### src/config_load_port_map.vh
// Constants for the configuration load port: mode codes, counts and reset values.
`ifndef CONFIG_LOAD_PORT_MAP_VH
`define CONFIG_LOAD_PORT_MAP_VH

// Mode-select pin codes, M2..M0 order.
`define MODE_MASTER_SERIAL 3'h0
`define MODE_SLAVE_SERIAL 3'h7
`define MODE_MASTER_PARALLEL 3'h6
`define MODE_PERIPHERAL 3'h5
`define MODE_EXPRESS 3'h2

// First byte of every bitstream; anything else is a data error.
`define CFG_PREAMBLE 8'hff

// Loader states.
`define ST_WAIT 2'h0
`define ST_LOAD 2'h1
`define ST_DONE 2'h2
`define ST_ERROR 2'h3

// Read-strobe status word: ready bit sits on top, the other seven lines High.
`define STATUS_LOW_BITS 7'h7f
`define BYTE_MSB 7

// Master clock divider: half period of the generated config clock in cycles.
`define CONFIG_CLOCK_HALF_DEFAULT 8'h04
`define CONFIG_CLOCK_HALF_ONE 8'h01

// Reset values and increments.
`define ZERO8 8'h00
`define ZERO22 22'h000000
`define ONE22 22'h000001
`define ONE16 16'h0001
`define ZERO16 16'h0000
`define BITS_PER_BYTE 3'h7
`define ZERO3 3'h0
`define ONE3 3'h1

`endif

### src/pin_sync.v
// Two-flop synchroniser bank for inputs that arrive from outside the clock domain.
`timescale 1ns/100ps
`default_nettype none

module pin_sync #(
    parameter WIDTH = 1
) (
    // Clock and reset.
    input wire clock_i,
    input wire rstn_i,
    // Asynchronous levels in, synchronised levels out.
    input wire [WIDTH-1:0] async_i,
    output reg [WIDTH-1:0] sync_o
);

    reg [WIDTH-1:0] meta_q;

    // The first stage feeds only the second, so a metastable value never fans out.
    always @(posedge clock_i or negedge rstn_i) begin
        if (!rstn_i) begin
            meta_q <= {WIDTH{1'b0}};
            sync_o <= {WIDTH{1'b0}};
        end else begin
            meta_q <= async_i;
            sync_o <= meta_q;
        end
    end

endmodule // pin_sync

`default_nettype wire

### src/config_load_port.v
// Configuration data entry port: peripheral, serial, master parallel and express loading.
//
// What this block does
// - Selected only while select_low_n low, select_high_enable high.
// - Selected write strobe low captures the data byte.
// - Selected read strobe drives ready status, others high.
// - Write and read together: write wins.
// - Express mode accepts data only while enabled upstream.
// - Master parallel drives 18-bit PROM address.
// - Wide variant adds four upper address outputs.
// - Parallel and peripheral modes take eight-bit bytes.
// - Serial input sampled on config clock rising edge.
// - Serial input pin is bit zero in parallel modes.
// - Serial output forwards data except in express.
// - Forwarded bit changes on falling edge, 1.5 periods later.
// - Express serial output carries downstream enable status.
// - After configuration all pins release to user.
// - Sample mode pins after init goes high.
// - Pull init low on configuration data error.
// - Hold high_during_config high until user pins active.
// - PROM read clock rises before each address change.
`timescale 1ns/100ps
`default_nettype none
`include "config_load_port_map.vh"

module config_load_port #(
    parameter ADDR_WIDTH = 18,
    parameter UPPER_WIDTH = 4,
    parameter WIDE_ADDRESS = 1,
    parameter [15:0] CONFIG_BYTES = 16'h0040,
    parameter [7:0] CONFIG_CLOCK_HALF = `CONFIG_CLOCK_HALF_DEFAULT
) (
    // Clock and reset.
    input wire clock_i,
    input wire rstn_i,
    // Mode select and open-drain init.
    input wire [2:0] mode_select_pins_i,
    input wire init_n_i,
    output reg init_n_o,
    output reg init_n_oe_n_o,
    // Configuration clock: sampled in slave modes, driven in master modes.
    input wire config_clock_i,
    output reg config_clock_o,
    output reg config_clock_oe_n_o,
    // Serial data in and out.
    input wire serial_data_i,
    output reg serial_data_o,
    output reg serial_data_oe_n_o,
    // Peripheral selects and strobes.
    input wire select_low_n_i,
    input wire select_high_enable_i,
    input wire write_strobe_n_i,
    input wire read_strobe_n_i,
    // Parallel data bus.
    input wire [7:0] config_byte_bus_i,
    output reg [7:0] config_byte_bus_o,
    output reg config_byte_bus_oe_n_o,
    // PROM addressing.
    output reg [ADDR_WIDTH-1:0] prom_address_out_o,
    output reg [UPPER_WIDTH-1:0] prom_address_upper_o,
    output reg address_oe_n_o,
    output reg prom_read_clock_o,
    // Progress outputs.
    output reg high_during_config_o,
    output reg user_io_active_o,
    // Byte handed to the configuration memory; buffer_ready_i accepts it.
    output reg [7:0] config_byte_o,
    output reg config_byte_valid_o,
    input wire buffer_ready_i
);

    localparam SYNC_W = 18;
    localparam AW = ADDR_WIDTH + UPPER_WIDTH;

    wire [SYNC_W-1:0] sync_w;
    wire [2:0] mode_s;
    wire init_s, config_clock_s, din_s, cs0_s, cs1_s, ws_s, rs_s;
    wire [7:0] bus_s;

    // Every pin input crosses two flops before use.
    pin_sync #(
        .WIDTH(SYNC_W)
    ) u_sync (
        .clock_i(clock_i),
        .rstn_i(rstn_i),
        .async_i({mode_select_pins_i, init_n_i, config_clock_i, serial_data_i,
                  select_low_n_i, select_high_enable_i, write_strobe_n_i,
                  read_strobe_n_i, config_byte_bus_i}),
        .sync_o(sync_w)
    );
    assign mode_s = sync_w[17:15];
    assign init_s = sync_w[14];
    assign config_clock_s = sync_w[13];
    assign din_s = sync_w[12];
    assign cs0_s = sync_w[11];
    assign cs1_s = sync_w[10];
    assign ws_s = sync_w[9];
    assign rs_s = sync_w[8];
    assign bus_s = sync_w[7:0];

    reg [1:0] state_q;
    reg [2:0] mode_q;
    reg config_clock_prev_q;
    reg [7:0] div_q;
    reg gen_clk_q;
    reg [7:0] shift_q;
    reg [2:0] bit_q;
    reg [15:0] count_q;
    reg first_q;
    reg fwd0_q, fwd1_q;
    reg ws_prev_q;
    reg busy_q;
    reg [AW-1:0] addr_q;
    reg par_phase_q;

    wire loading = (state_q == `ST_LOAD);
    wire is_master = (mode_q == `MODE_MASTER_SERIAL) || (mode_q == `MODE_MASTER_PARALLEL);
    wire is_serial = (mode_q == `MODE_MASTER_SERIAL) || (mode_q == `MODE_SLAVE_SERIAL);
    wire is_express = (mode_q == `MODE_EXPRESS);
    wire is_periph = (mode_q == `MODE_PERIPHERAL);
    wire is_mpar = (mode_q == `MODE_MASTER_PARALLEL);

    // Master modes time themselves on the divided clock, slave modes on the pin.
    wire div_tick = (div_q == CONFIG_CLOCK_HALF - `CONFIG_CLOCK_HALF_ONE);
    wire clk_level = is_master ? gen_clk_q : config_clock_s;
    wire config_clock_rise = loading && clk_level && !config_clock_prev_q;
    wire config_clock_fall = loading && !clk_level && config_clock_prev_q;

    wire selected = !cs0_s && cs1_s;
    wire ws_fall = selected && !ws_s && ws_prev_q;
    // Bit zero of every parallel byte comes from the serial input pin.
    wire [7:0] par_byte = {bus_s[7:1], din_s};

    // One byte may be taken per event; serial bytes complete on the eighth bit.
    reg take_byte;
    reg [7:0] new_byte;
    always @* begin
        take_byte = 1'b0;
        new_byte = par_byte;
        if (loading) begin
            if (is_serial && config_clock_rise && bit_q == `BITS_PER_BYTE) begin
                take_byte = 1'b1;
                new_byte = {shift_q[6:0], din_s};
            end else if (is_periph && ws_fall && !busy_q) begin
                take_byte = 1'b1;
            end else if (is_express && config_clock_rise && cs1_s) begin
                take_byte = 1'b1;
            end else if (is_mpar && div_tick && par_phase_q && !gen_clk_q) begin
                // Taken as the read clock falls: the synced PROM byte has settled by then.
                take_byte = 1'b1;
            end
        end
    end

    wire last_byte = take_byte && (count_q == CONFIG_BYTES - `ONE16);
    wire bad_first = take_byte && first_q && (new_byte != `CFG_PREAMBLE);

    // Loader sequencing: wait for init release, load, then hand pins to the user.
    always @(posedge clock_i or negedge rstn_i) begin
        if (!rstn_i) begin
            state_q <= `ST_WAIT;
            mode_q <= `MODE_SLAVE_SERIAL;
            count_q <= `ZERO16;
            first_q <= 1'b1;
        end else begin
            case (state_q)
                `ST_WAIT: begin
                    if (init_s) begin
                        mode_q <= mode_s;
                        state_q <= `ST_LOAD;
                    end
                end
                `ST_LOAD: begin
                    if (bad_first) begin
                        state_q <= `ST_ERROR;
                    end else if (last_byte) begin
                        state_q <= `ST_DONE;
                    end else if (take_byte) begin
                        count_q <= count_q + `ONE16;
                        first_q <= 1'b0;
                    end
                end
                `ST_DONE: state_q <= `ST_DONE;
                `ST_ERROR: state_q <= `ST_ERROR;
                default: state_q <= `ST_WAIT;
            endcase
        end
    end

    // Master clock divider; a free-running half-period counter is simplest to reason about.
    always @(posedge clock_i or negedge rstn_i) begin
        if (!rstn_i) begin
            div_q <= `ZERO8;
            gen_clk_q <= 1'b0;
            config_clock_prev_q <= 1'b0;
        end else begin
            config_clock_prev_q <= clk_level;
            if (div_tick) begin
                div_q <= `ZERO8;
                gen_clk_q <= loading && is_master && !gen_clk_q;
            end else begin
                div_q <= div_q + 8'h01;
            end
        end
    end

    // Serial shift and the two-stage forward pipe for the daisy chain.
    always @(posedge clock_i or negedge rstn_i) begin
        if (!rstn_i) begin
            shift_q <= `ZERO8;
            bit_q <= `ZERO3;
            fwd0_q <= 1'b1;
            fwd1_q <= 1'b1;
        end else if (config_clock_rise) begin
            shift_q <= {shift_q[6:0], din_s};
            bit_q <= bit_q + `ONE3;
            fwd0_q <= din_s;
            fwd1_q <= fwd0_q;
        end
    end

    // Peripheral busy flag: set by a captured write, cleared once the byte is accepted.
    always @(posedge clock_i or negedge rstn_i) begin
        if (!rstn_i) begin
            ws_prev_q <= 1'b1;
            busy_q <= 1'b0;
        end else begin
            ws_prev_q <= ws_s;
            if (is_periph && take_byte) begin
                busy_q <= 1'b1;
            end else if (config_byte_valid_o && buffer_ready_i) begin
                busy_q <= 1'b0;
            end
        end
    end

    // Byte hand-off register; the set wins over the accept in the same cycle.
    always @(posedge clock_i or negedge rstn_i) begin
        if (!rstn_i) begin
            config_byte_o <= `ZERO8;
            config_byte_valid_o <= 1'b0;
        end else if (take_byte && !bad_first) begin
            config_byte_o <= new_byte;
            config_byte_valid_o <= 1'b1;
        end else if (buffer_ready_i) begin
            config_byte_valid_o <= 1'b0;
        end
    end

    // PROM addressing: read clock rises, then the address steps two ticks later, as the generated clock rises again.
    always @(posedge clock_i or negedge rstn_i) begin
        if (!rstn_i) begin
            addr_q <= `ZERO22;
            par_phase_q <= 1'b0;
            prom_read_clock_o <= 1'b0;
        end else if (loading && is_mpar && div_tick && !gen_clk_q) begin
            if (!par_phase_q) begin
                prom_read_clock_o <= 1'b1;
                par_phase_q <= 1'b1;
            end else begin
                prom_read_clock_o <= 1'b0;
                addr_q <= addr_q + `ONE22;
                par_phase_q <= 1'b0;
            end
        end
    end

    // Pin drivers; every oe_n goes high once configuration ends; on failure all but init_n_oe_n_o, which goes low.
    always @(posedge clock_i or negedge rstn_i) begin
        if (!rstn_i) begin
            init_n_o <= 1'b0;
            init_n_oe_n_o <= 1'b1;
            config_clock_o <= 1'b0;
            config_clock_oe_n_o <= 1'b1;
            serial_data_o <= 1'b1;
            serial_data_oe_n_o <= 1'b1;
            config_byte_bus_o <= `ZERO8;
            config_byte_bus_oe_n_o <= 1'b1;
            prom_address_out_o <= {ADDR_WIDTH{1'b0}};
            prom_address_upper_o <= {UPPER_WIDTH{1'b0}};
            address_oe_n_o <= 1'b1;
            high_during_config_o <= 1'b1;
            user_io_active_o <= 1'b0;
        end else begin
            init_n_o <= 1'b0;
            init_n_oe_n_o <= !(state_q == `ST_ERROR);
            config_clock_o <= gen_clk_q;
            config_clock_oe_n_o <= !(loading && is_master);
            serial_data_oe_n_o <= !loading;
            if (is_express) begin
                serial_data_o <= (count_q == CONFIG_BYTES - `ONE16);
            end else if (config_clock_fall) begin
                serial_data_o <= fwd1_q;
            end
            // Read status only when the write strobe is idle, so a write wins.
            if (loading && is_periph && selected && !rs_s && ws_s) begin
                config_byte_bus_o <= {!busy_q, `STATUS_LOW_BITS};
                config_byte_bus_oe_n_o <= 1'b0;
            end else begin
                config_byte_bus_oe_n_o <= 1'b1;
            end
            prom_address_out_o <= addr_q[ADDR_WIDTH-1:0];
            prom_address_upper_o <= WIDE_ADDRESS ? addr_q[AW-1:ADDR_WIDTH]
                                                 : {UPPER_WIDTH{1'b0}};
            address_oe_n_o <= !(loading && is_mpar);
            high_during_config_o <= !(state_q == `ST_DONE);
            user_io_active_o <= (state_q == `ST_DONE);
        end
    end

endmodule // config_load_port

`default_nettype wire

### config.mk
export PLATFORM = sky130hd
export DESIGN_NAME = config_load_port
export DESIGN_NICKNAME = d
export VERILOG_FILES = /design/src/pin_sync.v /design/src/config_load_port.v
export VERILOG_INCLUDE_DIRS = /design/src
export SDC_FILE = /design/constraint.sdc
export NUM_CORES = 1
export LEC_CHECK = 0
export ABC_AREA = 1
export BUFFER_PORTS_ARGS = -buffer_cell sky130_fd_sc_hd__clkbuf_2
export CORE_MARGIN = 2
export CORE_UTILIZATION = 32
export CTS_CLUSTER_DIAMETER = 100
export DETAILED_ROUTE_END_ITERATION = 12
export MAX_ROUTING_LAYER = met4
export PLACE_DENSITY_LB_ADDON = 0.12
export SYNTH_ARGS = -nofsm -noshare
export SYNTH_HDL_FRONTEND = slang
export SYNTH_HIERARCHICAL = 1
export SYNTH_SLANG_ARGS = --single-unit
### constraint.sdc
create_clock -name clock_i -period 1.8 [get_ports clock_i]
set_clock_uncertainty 0.05 [all_clocks]
set_input_delay 0.27 -clock clock_i [delete_from_list [all_inputs] [get_ports clock_i]]
set_output_delay 0.27 -clock clock_i [all_outputs]
set_load 0.1 [all_outputs]
==> flow_summary.yaml, run 1 <==
timing:
  finalMaxSlewViolations: 0
  fin_crit_sh_pct: 121.9
  fin_ws_ns: -0.3936
  setup_violations: 44
  worst_pin_slew_ns: 0.5570
  relSlewSlack_pct: 63.02
  hold_violations: 0
  max_freq_mhz: 455.9
  whs_ns: 0.03738
  rsz0062_at_grt: "yes"
  min_period_ns: 2.194
detailed_routing:
  first_pass_iters: 5
  drcViolationCount: 0
  avgViaCountPerCell: 4.454
  wl_per_cell_um: 13.04
  wirelength_um: 12960
  drtIter0Drc: 249
  dr_total_vias: 4427
  antenna_left: 0
layout:
  drive_gt1_share_pct: 35.69
  multi_input_area_mm2: 0.002221
  num_antenna_cells: 0
  finalNetCount: 778
  mostFrequentLayoutCells: "130 x dfrtp_1, 128 x nand2_1, 72 x buf_4, 67 x clkbuf_2, 48 x inv_1"
  syn_to_final_growth_pct: 39.09
  regArea_mm2: 0.003650
  design_area_mm2: 0.008192
  layout_commonest_cell: "dfrtp_1"
  final_cell_count_no_fill: 994
  fillers: 1736
  final_util_pct: 45.45
setup_path:
  cp_num_buf_inv: 0
  crit_required_ns: 2.05
  critPathMaxFanout: 8
  worstPathArrival_ns: 2.45
  slowest_stage: "dfstp_2"
  path_delay_family: "simple AND/OR/NAND/NOR gates"
  crit_path_max_incr_delay_ns: 0.60
  crit_top_cell: "nand2_1"
  critPathKind: "reg -> reg"
  worstSetupStartpointType: "flip-flop"
  cp_cell_sequence: "nor2_2 > nand2_4 > nand2_4 > nand2_8 > nand2_8 > nand3_4 > nand2_1 > nand2_1 > nand2_1 > nor2_2 > nand2_2 > nand2_4 > nand3_4 > nand2_2 > nand2_1"
  worst_setup_path_end_kind: "flip-flop"
logic_synthesis:
  ys_warn_count: 6
  syn_area_mm2: 0.005889
  postSynthCellCount: 574
  syn_area_per_cell_um2: 10.26
  syn-num-nets: 600
place:
  post-place-ws_ns: -0.4175
  gp_congestion: 0.8768
  io_buffers: 68
  place_inst: 927
  placed_area_mm2: 0.007025
  dp_hpwl_um: 9154
power:
  power.leakage_nw: 4.080
  irDropWorstVdd_uv: 937.9
  power.density_mw_per_mm2: 1141
status:
  status: "finished, violations left"
  violations: "setup timing"
floorplanning:
  start_util_pct: 32.67
  row_count: 49
  core_mm2: 0.01802
  die_area_mm2: 0.01950
  dieHeight_um: 139.7
  die-width_um: 139.7
  pin_count: 71
clock_network:
  h-tree-depth: 4
  cts.path.max_buffers: 2
  numCtsBuffers: 17
  cts.clk_slew.worst_paths_ns: 0.06
  cts_tree: "built"
  clk_latency_ns: 0.42
  root_buffer: "clkbuf_16"
  cts.sinks: 145
grt:
  track_usage_pct: 14.53
  grt_pass1_wl_um: 22030
  grt_pass1_vias: 4445
  overflow: 0
  grt_start_max_net_pins: 47
  antenna_found_initial: 0
flow_run:
  maxCapViolations: 0
hold_path:
  hold_class: "in -> reg"
-- layout make-up --
cell class / count / share of cell area (%)
Timing Repair Buffer: 171 / 15.03
Sequential cell: 145 / 44.55
Clock buffer: 18 / 5.361
Clock inverter: 14 / 1.726
Multi-Input combinational cell: 360 / 27.11
Tap cell: 229 / 3.498
Inverter: 57 / 2.719
-- routing by layer --
layer	track usage [%]	wire (um)	vias up
li1	-	-	2213
met1	19.10	6243	2128
met4	3.895	104	0
met2	22.16	6127	77
met5	-	0	-
met3	4.198	481	9
-- power breakdown --
part / internal [mW] / switching (mW)
Clock: 1.98 / 1.47
Combinational: 0.600 / 1.50
Sequential: 3.60 / 0.194
Total: 6.19 / 3.16
-- worst paths after layout --
| check | startpoint | end | slack, ns | cells after the start |
|---|---|---|---|---|
| setup / recovery | mode_q[2] | count_q[6] | -0.39 | 15 |
| min in group asynchronous | rstn_i | addr_q[9] | 0.31 | 2 |
| hold reg to reg | u_sync/meta_q[8] | u_sync/sync_o[8] | 0.30 | 0 |
| max in group asynchronous | rstn_i | high_during_config_o | 0.75 | 3 |
| hold / removal | buffer_ready_i | config_byte_valid_o | 0.04 | 2 |
| setup reg to reg | mode_q[2] | count_q[6] | -0.39 | 15 |
-- flip-flops by register name, summed over array words and instances, names as in the netlist, 7 cells and up --
signal and count:
div_q 8, u_sync/meta_q 17, prom_address_out_o 18, count_q 16, shift_q 7, config_byte_o 8
addr_q 22, u_sync/sync_o 17
-- per-stage QoR --
| step | TNS, ns | total power [mW] |
|---|---|---|
| floorplan | -4.226 | 5.175 |
| global placement | -12.69 | 5.717 |
| detailed placement | -13.41 | 5.738 |
| CTS | -12.45 | 9.308 |
| global route | -16.78 | 9.798 |
| finish | -11.73 | 9.343 |
-- repair_timing --
item,CTS,global route
setup endpoints to repair,45,49
hold endpoints to repair,57,0
pin swaps,10,33
cloned,2,1
hold buffers,18,0
setup buffers,4,13
gates resized for setup,10,57
(Power assumes the default switching activity.)
==> run 2: changes to the inputs <==
--- a/config.mk
+++ b/config.mk
@@ -7,13 +7,14 @@
 export NUM_CORES = 1
 export LEC_CHECK = 0
 export ABC_AREA = 1
-export BUFFER_PORTS_ARGS = -buffer_cell sky130_fd_sc_hd__clkbuf_2
+export BUFFER_PORTS_ARGS = -buffer_cell sky130_fd_sc_hd__buf_2
 export CORE_MARGIN = 2
 export CORE_UTILIZATION = 32
 export CTS_CLUSTER_DIAMETER = 100
 export DETAILED_ROUTE_END_ITERATION = 12
 export MAX_ROUTING_LAYER = met4
 export PLACE_DENSITY_LB_ADDON = 0.12
+export SKIP_CTS_REPAIR_TIMING = 1
 export SYNTH_ARGS = -nofsm -noshare
 export SYNTH_HDL_FRONTEND = slang
 export SYNTH_HIERARCHICAL = 1
==> constraint.sdc (replaced) <==
create_clock -name clock_i -period 1.8 [get_ports clock_i]
set_clock_uncertainty 0.05 [all_clocks]
set_input_delay 0.27 -clock clock_i [delete_from_list [all_inputs] [get_ports clock_i]]
set_output_delay 0.27 -clock clock_i [all_outputs]
set_load 0.02 [all_outputs]
==> run 2 against run 1 <==
Net effect:
- the run still ends with setup timing left
- die area unchanged
- count of clock-buffer cells in the layout is the same
- sequential cell count is the same
- combinational power is 37% lower
- critical path depth rose by 1
- register-to-register slack got worse by 0.03 ns
- sequential share of layout area grew 0.64 points
- final area fell by 1.5%
- non-clock buffer count shrank 3
- sequential power about the same
- critical endpoint is now config_byte_o[1]
==> flow_summary.yaml, run 2 (synthesized netlist as in run 1, its figures left out) <==
layout:
  mostFrequentLayoutCells: "131 x dfrtp_1, 126 x nand2_1, 74 x buf_4, 67 x buf_2, 50 x inv_1"
  layout_commonest_cell: "dfrtp_1"
  largest_register: "addr_q"
  finalNetCount: 775
  fillers: 1746
  num_antenna_cells: 0
  drive_gt1_share_pct: 34.25
  design_area_mm2: 0.008066
  largest_reg_flops: 22
  reg_top3: "addr_q (22), prom_address_out_o (18)"
  syn_to_final_growth_pct: 36.97
detailed_routing:
  first_pass_iters: 4
  dr_total_vias: 4464
  drtIter0Drc: 302
  avgViaCountPerCell: 4.505
  wirelength_um: 13390
  antenna_left: 0
  drcViolationCount: 0
  wl_per_cell_um: 13.51
hold_path:
  hold_class: "in -> reg"
  hp-start: "buffer_ready_i"
status:
  violations: "setup timing"
  status: "finished, violations left"
clock_network:
  cts.path.max_buffers: 2
  numCtsBuffers: 17
  cts.clk_slew.worst_paths_ns: 0.06
  cts.sinks: 145
  cts_tree: "built"
  h-tree-depth: 4
  root_buffer: "clkbuf_16"
  clk_latency_ns: 0.42
setup_path:
  worst_setup_path_end_kind: "flip-flop"
  worstSetupStartpointType: "flip-flop"
  worstPathArrival_ns: 2.48
  crit_required_ns: 2.06
  critPathMaxFanout: 8
  timing.rr.start: "mode_q[2]"
  critPathKind: "reg -> reg"
  crit_path_start: "mode_q[2]"
timing:
  fin_ws_ns: -0.4188
  whs_ns: 0.01772
  relSlewSlack_pct: 63.26
  finalMaxSlewViolations: 0
  max_freq_mhz: 450.7
  min_period_ns: 2.219
  hold_violations: 0
  rsz0062_at_grt: "yes"
  setup_violations: 47
  worst_pin_slew_ns: 0.5469
  fin_crit_sh_pct: 123.3
power:
  power.leakage_nw: 4.048
  irDropWorstVdd_uv: 692.0
  total_power_mw: 8.569
  power.density_mw_per_mm2: 1062
grt:
  grt_pass1_wl_um: 21850
  grt_pass1_vias: 4319
  track_usage_pct: 14.47
  overflow: 0
  grt_start_max_net_pins: 46
  antenna_found_initial: 0
floorplanning:
  die-width_um: 139.7
  start_util_pct: 32.67
  core_mm2: 0.01802
  pin_count: 71
  die_area_mm2: 0.01950
  row_count: 49
  dieHeight_um: 139.7
place:
  placed_area_mm2: 0.007012
  gp_congestion: 0.8716
  dp_hpwl_um: 9518
  io_buffers: 68
flow_run:
  maxCapViolations: 0
==> run 2: cell types whose count changed in the layout (fill, tap and decap cells not counted), sizes merged <==
cell / before / now
buf: 86 / 150
clkinv: 5 / 4
clkinvlp: 1 / 3
inv: 64 / 63
clkbuf: 85 / 18
==> run 2: report_power, final <==
group          leakage, nW  internal, mW  total (mW)  switching, mW
registers             1.88          3.60        3.81          0.209
clock network        0.284          1.99        3.44           1.45
logic                 1.89         0.587        1.33          0.740
total                 4.05          6.17        8.57           2.40
==> run 2: worst paths after layout <==
kind                                   endpoint  slack [ns]  cells past startpoint
min                         config_byte_valid_o        0.02                      2
max reg2reg                    config_byte_o[1]       -0.42                     16
max                            config_byte_o[1]       -0.42                     16
max in group asynchronous  high_during_config_o        0.78                      3
min in group asynchronous  config_byte_bus_o[7]        0.30                      2
min reg2reg                    u_sync/sync_o[6]        0.30                      0
==> run 2: stage by stage <==
stage / util [%] / instances / worst slack (ns) / setup TNS [ns]
floorplan: - / 574 / -0.1877 / -4.020
global route: 44.75 / 991 / -0.5699 / -20.82
global placement: 38.90 / 928 / -0.4871 / -15.60
detailed placement: 38.90 / 928 / -0.4490 / -14.80
CTS: 42.14 / 960 / -0.4629 / -15.44
finish: 44.75 / 991 / -0.4188 / -14.35
==> run 2: metal layers <==
| layer | GRT usage (%) | vias up | routed length, um |
|---|---|---|---|
| met2 | 20.56 | 93 | 6067 |
| met4 | 3.947 | 0 | 136 |
| met3 | 3.992 | 11 | 592 |
| li1 | - | 2203 | - |
| met1 | 20.43 | 2157 | 6597 |
| met5 | - | - | 0 |
==> run 2: layout make-up <==
cell class / instances / area [um2] / share of cell area (%)
repair buffers: 168 / 1190 / 14.75
clock inverters: 14 / 145.1 / 1.799
well taps: 229 / 286.5 / 3.552
flip-flops and latches: 145 / 3646 / 45.20
inverters: 57 / 217.7 / 2.699
clock buffers: 18 / 439.2 / 5.444
multi-input cells: 360 / 2142 / 26.55
==> run 2: worst max-delay path, stage by stage, from the launching register on <==
cell	delay, ns
dfstp_2	0.59
buf_6	0.12
nand3_4	0.11
nand2_4	0.11
nand2_8	0.07
nand2_8	0.10
nand3_4	0.12
nand2_1	0.11
nand2_2	0.06
nand2_1	0.08
nor2_2	0.04
nand2_2	0.09
buf_4	0.11
nand2_2	0.08
buf_4	0.15
nand3_1	0.07
nand2_1	0.06
==> run 3: changes to the inputs <==
--- a/config.mk
+++ b/config.mk
@@ -11,6 +11,7 @@
 export CORE_MARGIN = 2
 export CORE_UTILIZATION = 32
 export CTS_CLUSTER_DIAMETER = 100
+export CTS_CLUSTER_SIZE = 40
 export DETAILED_ROUTE_END_ITERATION = 12
 export MAX_ROUTING_LAYER = met4
 export PLACE_DENSITY_LB_ADDON = 0.12
@@ -19,3 +20,4 @@
 export SYNTH_HDL_FRONTEND = slang
 export SYNTH_HIERARCHICAL = 1
 export SYNTH_SLANG_ARGS = --single-unit
+export TNS_END_PERCENT = 50
==> run 3 against run 2 <==
Net effect:
- the run still ends with setup timing left
- routed wire length increased by 2.7%
- final area increased by 3.3%
- clock power increased by 7.3%
- via count increased by 0.29%
- count of clock-buffer cells in the layout unchanged
- critical path type unchanged
- critical endpoint is now config_byte_o[4]
==> flow_summary.yaml, run 3 (synthesized netlist as in run 1, its figures left out) <==
status:
  status: "finished, violations left"
  violations: "setup timing"
layout:
  drive_gt1_share_pct: 38.48
  multi_input_area_mm2: 0.002302
  num_antenna_cells: 0
  syn_to_final_growth_pct: 41.51
  largest_reg_flops: 22
  design_area_mm2: 0.008334
  mostFrequentLayoutCells: "131 x dfrtp_1, 112 x nand2_1, 71 x buf_4, 67 x buf_2, 49 x inv_1"
  fillers: 1753
  finalNetCount: 777
  final_util_pct: 46.24
  reg_top3: "addr_q (22), prom_address_out_o (18)"
  layout_commonest_cell: "dfrtp_1"
  regArea_mm2: 0.003646
  largest_register: "addr_q"
  final_cell_count_no_fill: 993
clock_network:
  h-tree-depth: 4
  numCtsBuffers: 17
  root_buffer: "clkbuf_16"
  cts.sinks: 145
  clk_latency_ns: 0.42
  cts_tree: "built"
  cts.path.max_buffers: 2
  cts.clk_slew.worst_paths_ns: 0.06
detailed_routing:
  dr_total_vias: 4477
  drtIter0Drc: 235
  drcViolationCount: 0
  antenna_left: 0
  wirelength_um: 13760
  first_pass_iters: 5
  avgViaCountPerCell: 4.509
  wl_per_cell_um: 13.85
setup_path:
  worst_setup_path_end_kind: "flip-flop"
  slowest_stage: "dfstp_2"
  cp_cell_sequence: "nand3_2 > a21boi_4 > nand3_4 > nand3b_1 > nand2_2 > nor2_4 > nand2_8 > buf_6 > buf_4 > nand3_2 > nand2_1"
  crit_required_ns: 2.06
  critPathKind: "reg -> reg"
  crit_path_max_incr_delay_ns: 0.59
  worstSetupStartpointType: "flip-flop"
  worstPathArrival_ns: 2.53
  cp_num_buf_inv: 2
  path_delay_family: "simple AND/OR/NAND/NOR gates"
  crit_top_cell: "nand3_2"
  critPathMaxFanout: 8
flow_run:
  maxCapViolations: 0
floorplanning:
  core_mm2: 0.01802
  pin_count: 71
  dieHeight_um: 139.7
  row_count: 49
  start_util_pct: 32.67
  die-width_um: 139.7
  die_area_mm2: 0.01950
grt:
  grt_pass1_wl_um: 22040
  grt_start_max_net_pins: 49
  overflow: 0
  grt_pass1_vias: 4337
  track_usage_pct: 14.79
  antenna_found_initial: 0
timing:
  whs_ns: 0.2805
  finalSetupTns_ns: -14.52
  finalMaxSlewViolations: 0
  rsz0062_at_grt: "yes"
  max_freq_mhz: 441.1
  fin_crit_sh_pct: 126.0
  min_period_ns: 2.267
  fin_ws_ns: -0.4673
  setup_violations: 45
  hold_violations: 0
power:
  total_power_mw: 8.815
  power.leakage_nw: 4.126
  irDropWorstVdd_uv: 729.8
  power.density_mw_per_mm2: 1058
hold_path:
  hold_class: "in -> async"
place:
  placed_area_mm2: 0.007032
  gp_congestion: 0.8339
  post-place-ws_ns: -0.4165
  dp_hpwl_um: 9486
  place_inst: 929
  io_buffers: 68
[run 3: cell count changes in the layout (fill, tap and decap cells not counted), sizes merged]
| cell | delta |
|---|---|
| inv | -3 |
| buf | +2 |
| bufinv | +2 |
| clkinv | +1 |
| dlygate4sd3 | +1 |
| nand2 | -1 |
[run 3: path summary, 6_finish.rpt]
path	from	to	slack, ns	depth (start not counted)
setup / recovery	mode_q[2]	config_byte_o[4]	-0.47	11
hold / removal	rstn_i	prom_address_out_o[3]	0.28	2
setup reg to reg	mode_q[2]	config_byte_o[4]	-0.47	11
hold reg to reg	u_sync/meta_q[13]	u_sync/sync_o[13]	0.30	0
max in group asynchronous	rstn_i	serial_data_o	0.74	3
min in group clock_i	u_sync/meta_q[13]	u_sync/sync_o[13]	0.30	0
[run 3: area by class of cell]
class	instances	area share, %
clock inverters	14	2.147
multi-input cells	359	27.62
clock buffers	18	5.269
flip-flops and latches	145	43.75
well taps	229	3.438
inverters	57	2.612
repair buffers	171	15.16
[run 3: power by group]
group | total (mW) | leakage (nW) | switching, mW | internal [mW]
clock | 3.69 | 0.299 | 1.45 | 2.24
sequential | 3.80 | 1.88 | 0.206 | 3.60
combinational | 1.32 | 1.95 | 0.745 | 0.580
total | 8.82 | 4.13 | 2.40 | 6.42
[run 3: worst register-to-register path, cell delays in order (launching register included)]
cell and delay (ns):
dfstp_2 0.59, nand3_2 0.12, a21boi_4 0.29, nand3_4 0.20, nand3b_1 0.17, nand2_2 0.10
nor2_4 0.17, nand2_8 0.11, buf_6 0.14, buf_4 0.13, nand3_2 0.05, nand2_1 0.05
[run 3: routing by layer]
metal / track usage [%] / routed length (um)
met5: - / 0
met2: 21.26 / 6274
met1: 20.25 / 6709
met3: 3.957 / 540
met4: 5.211 / 232
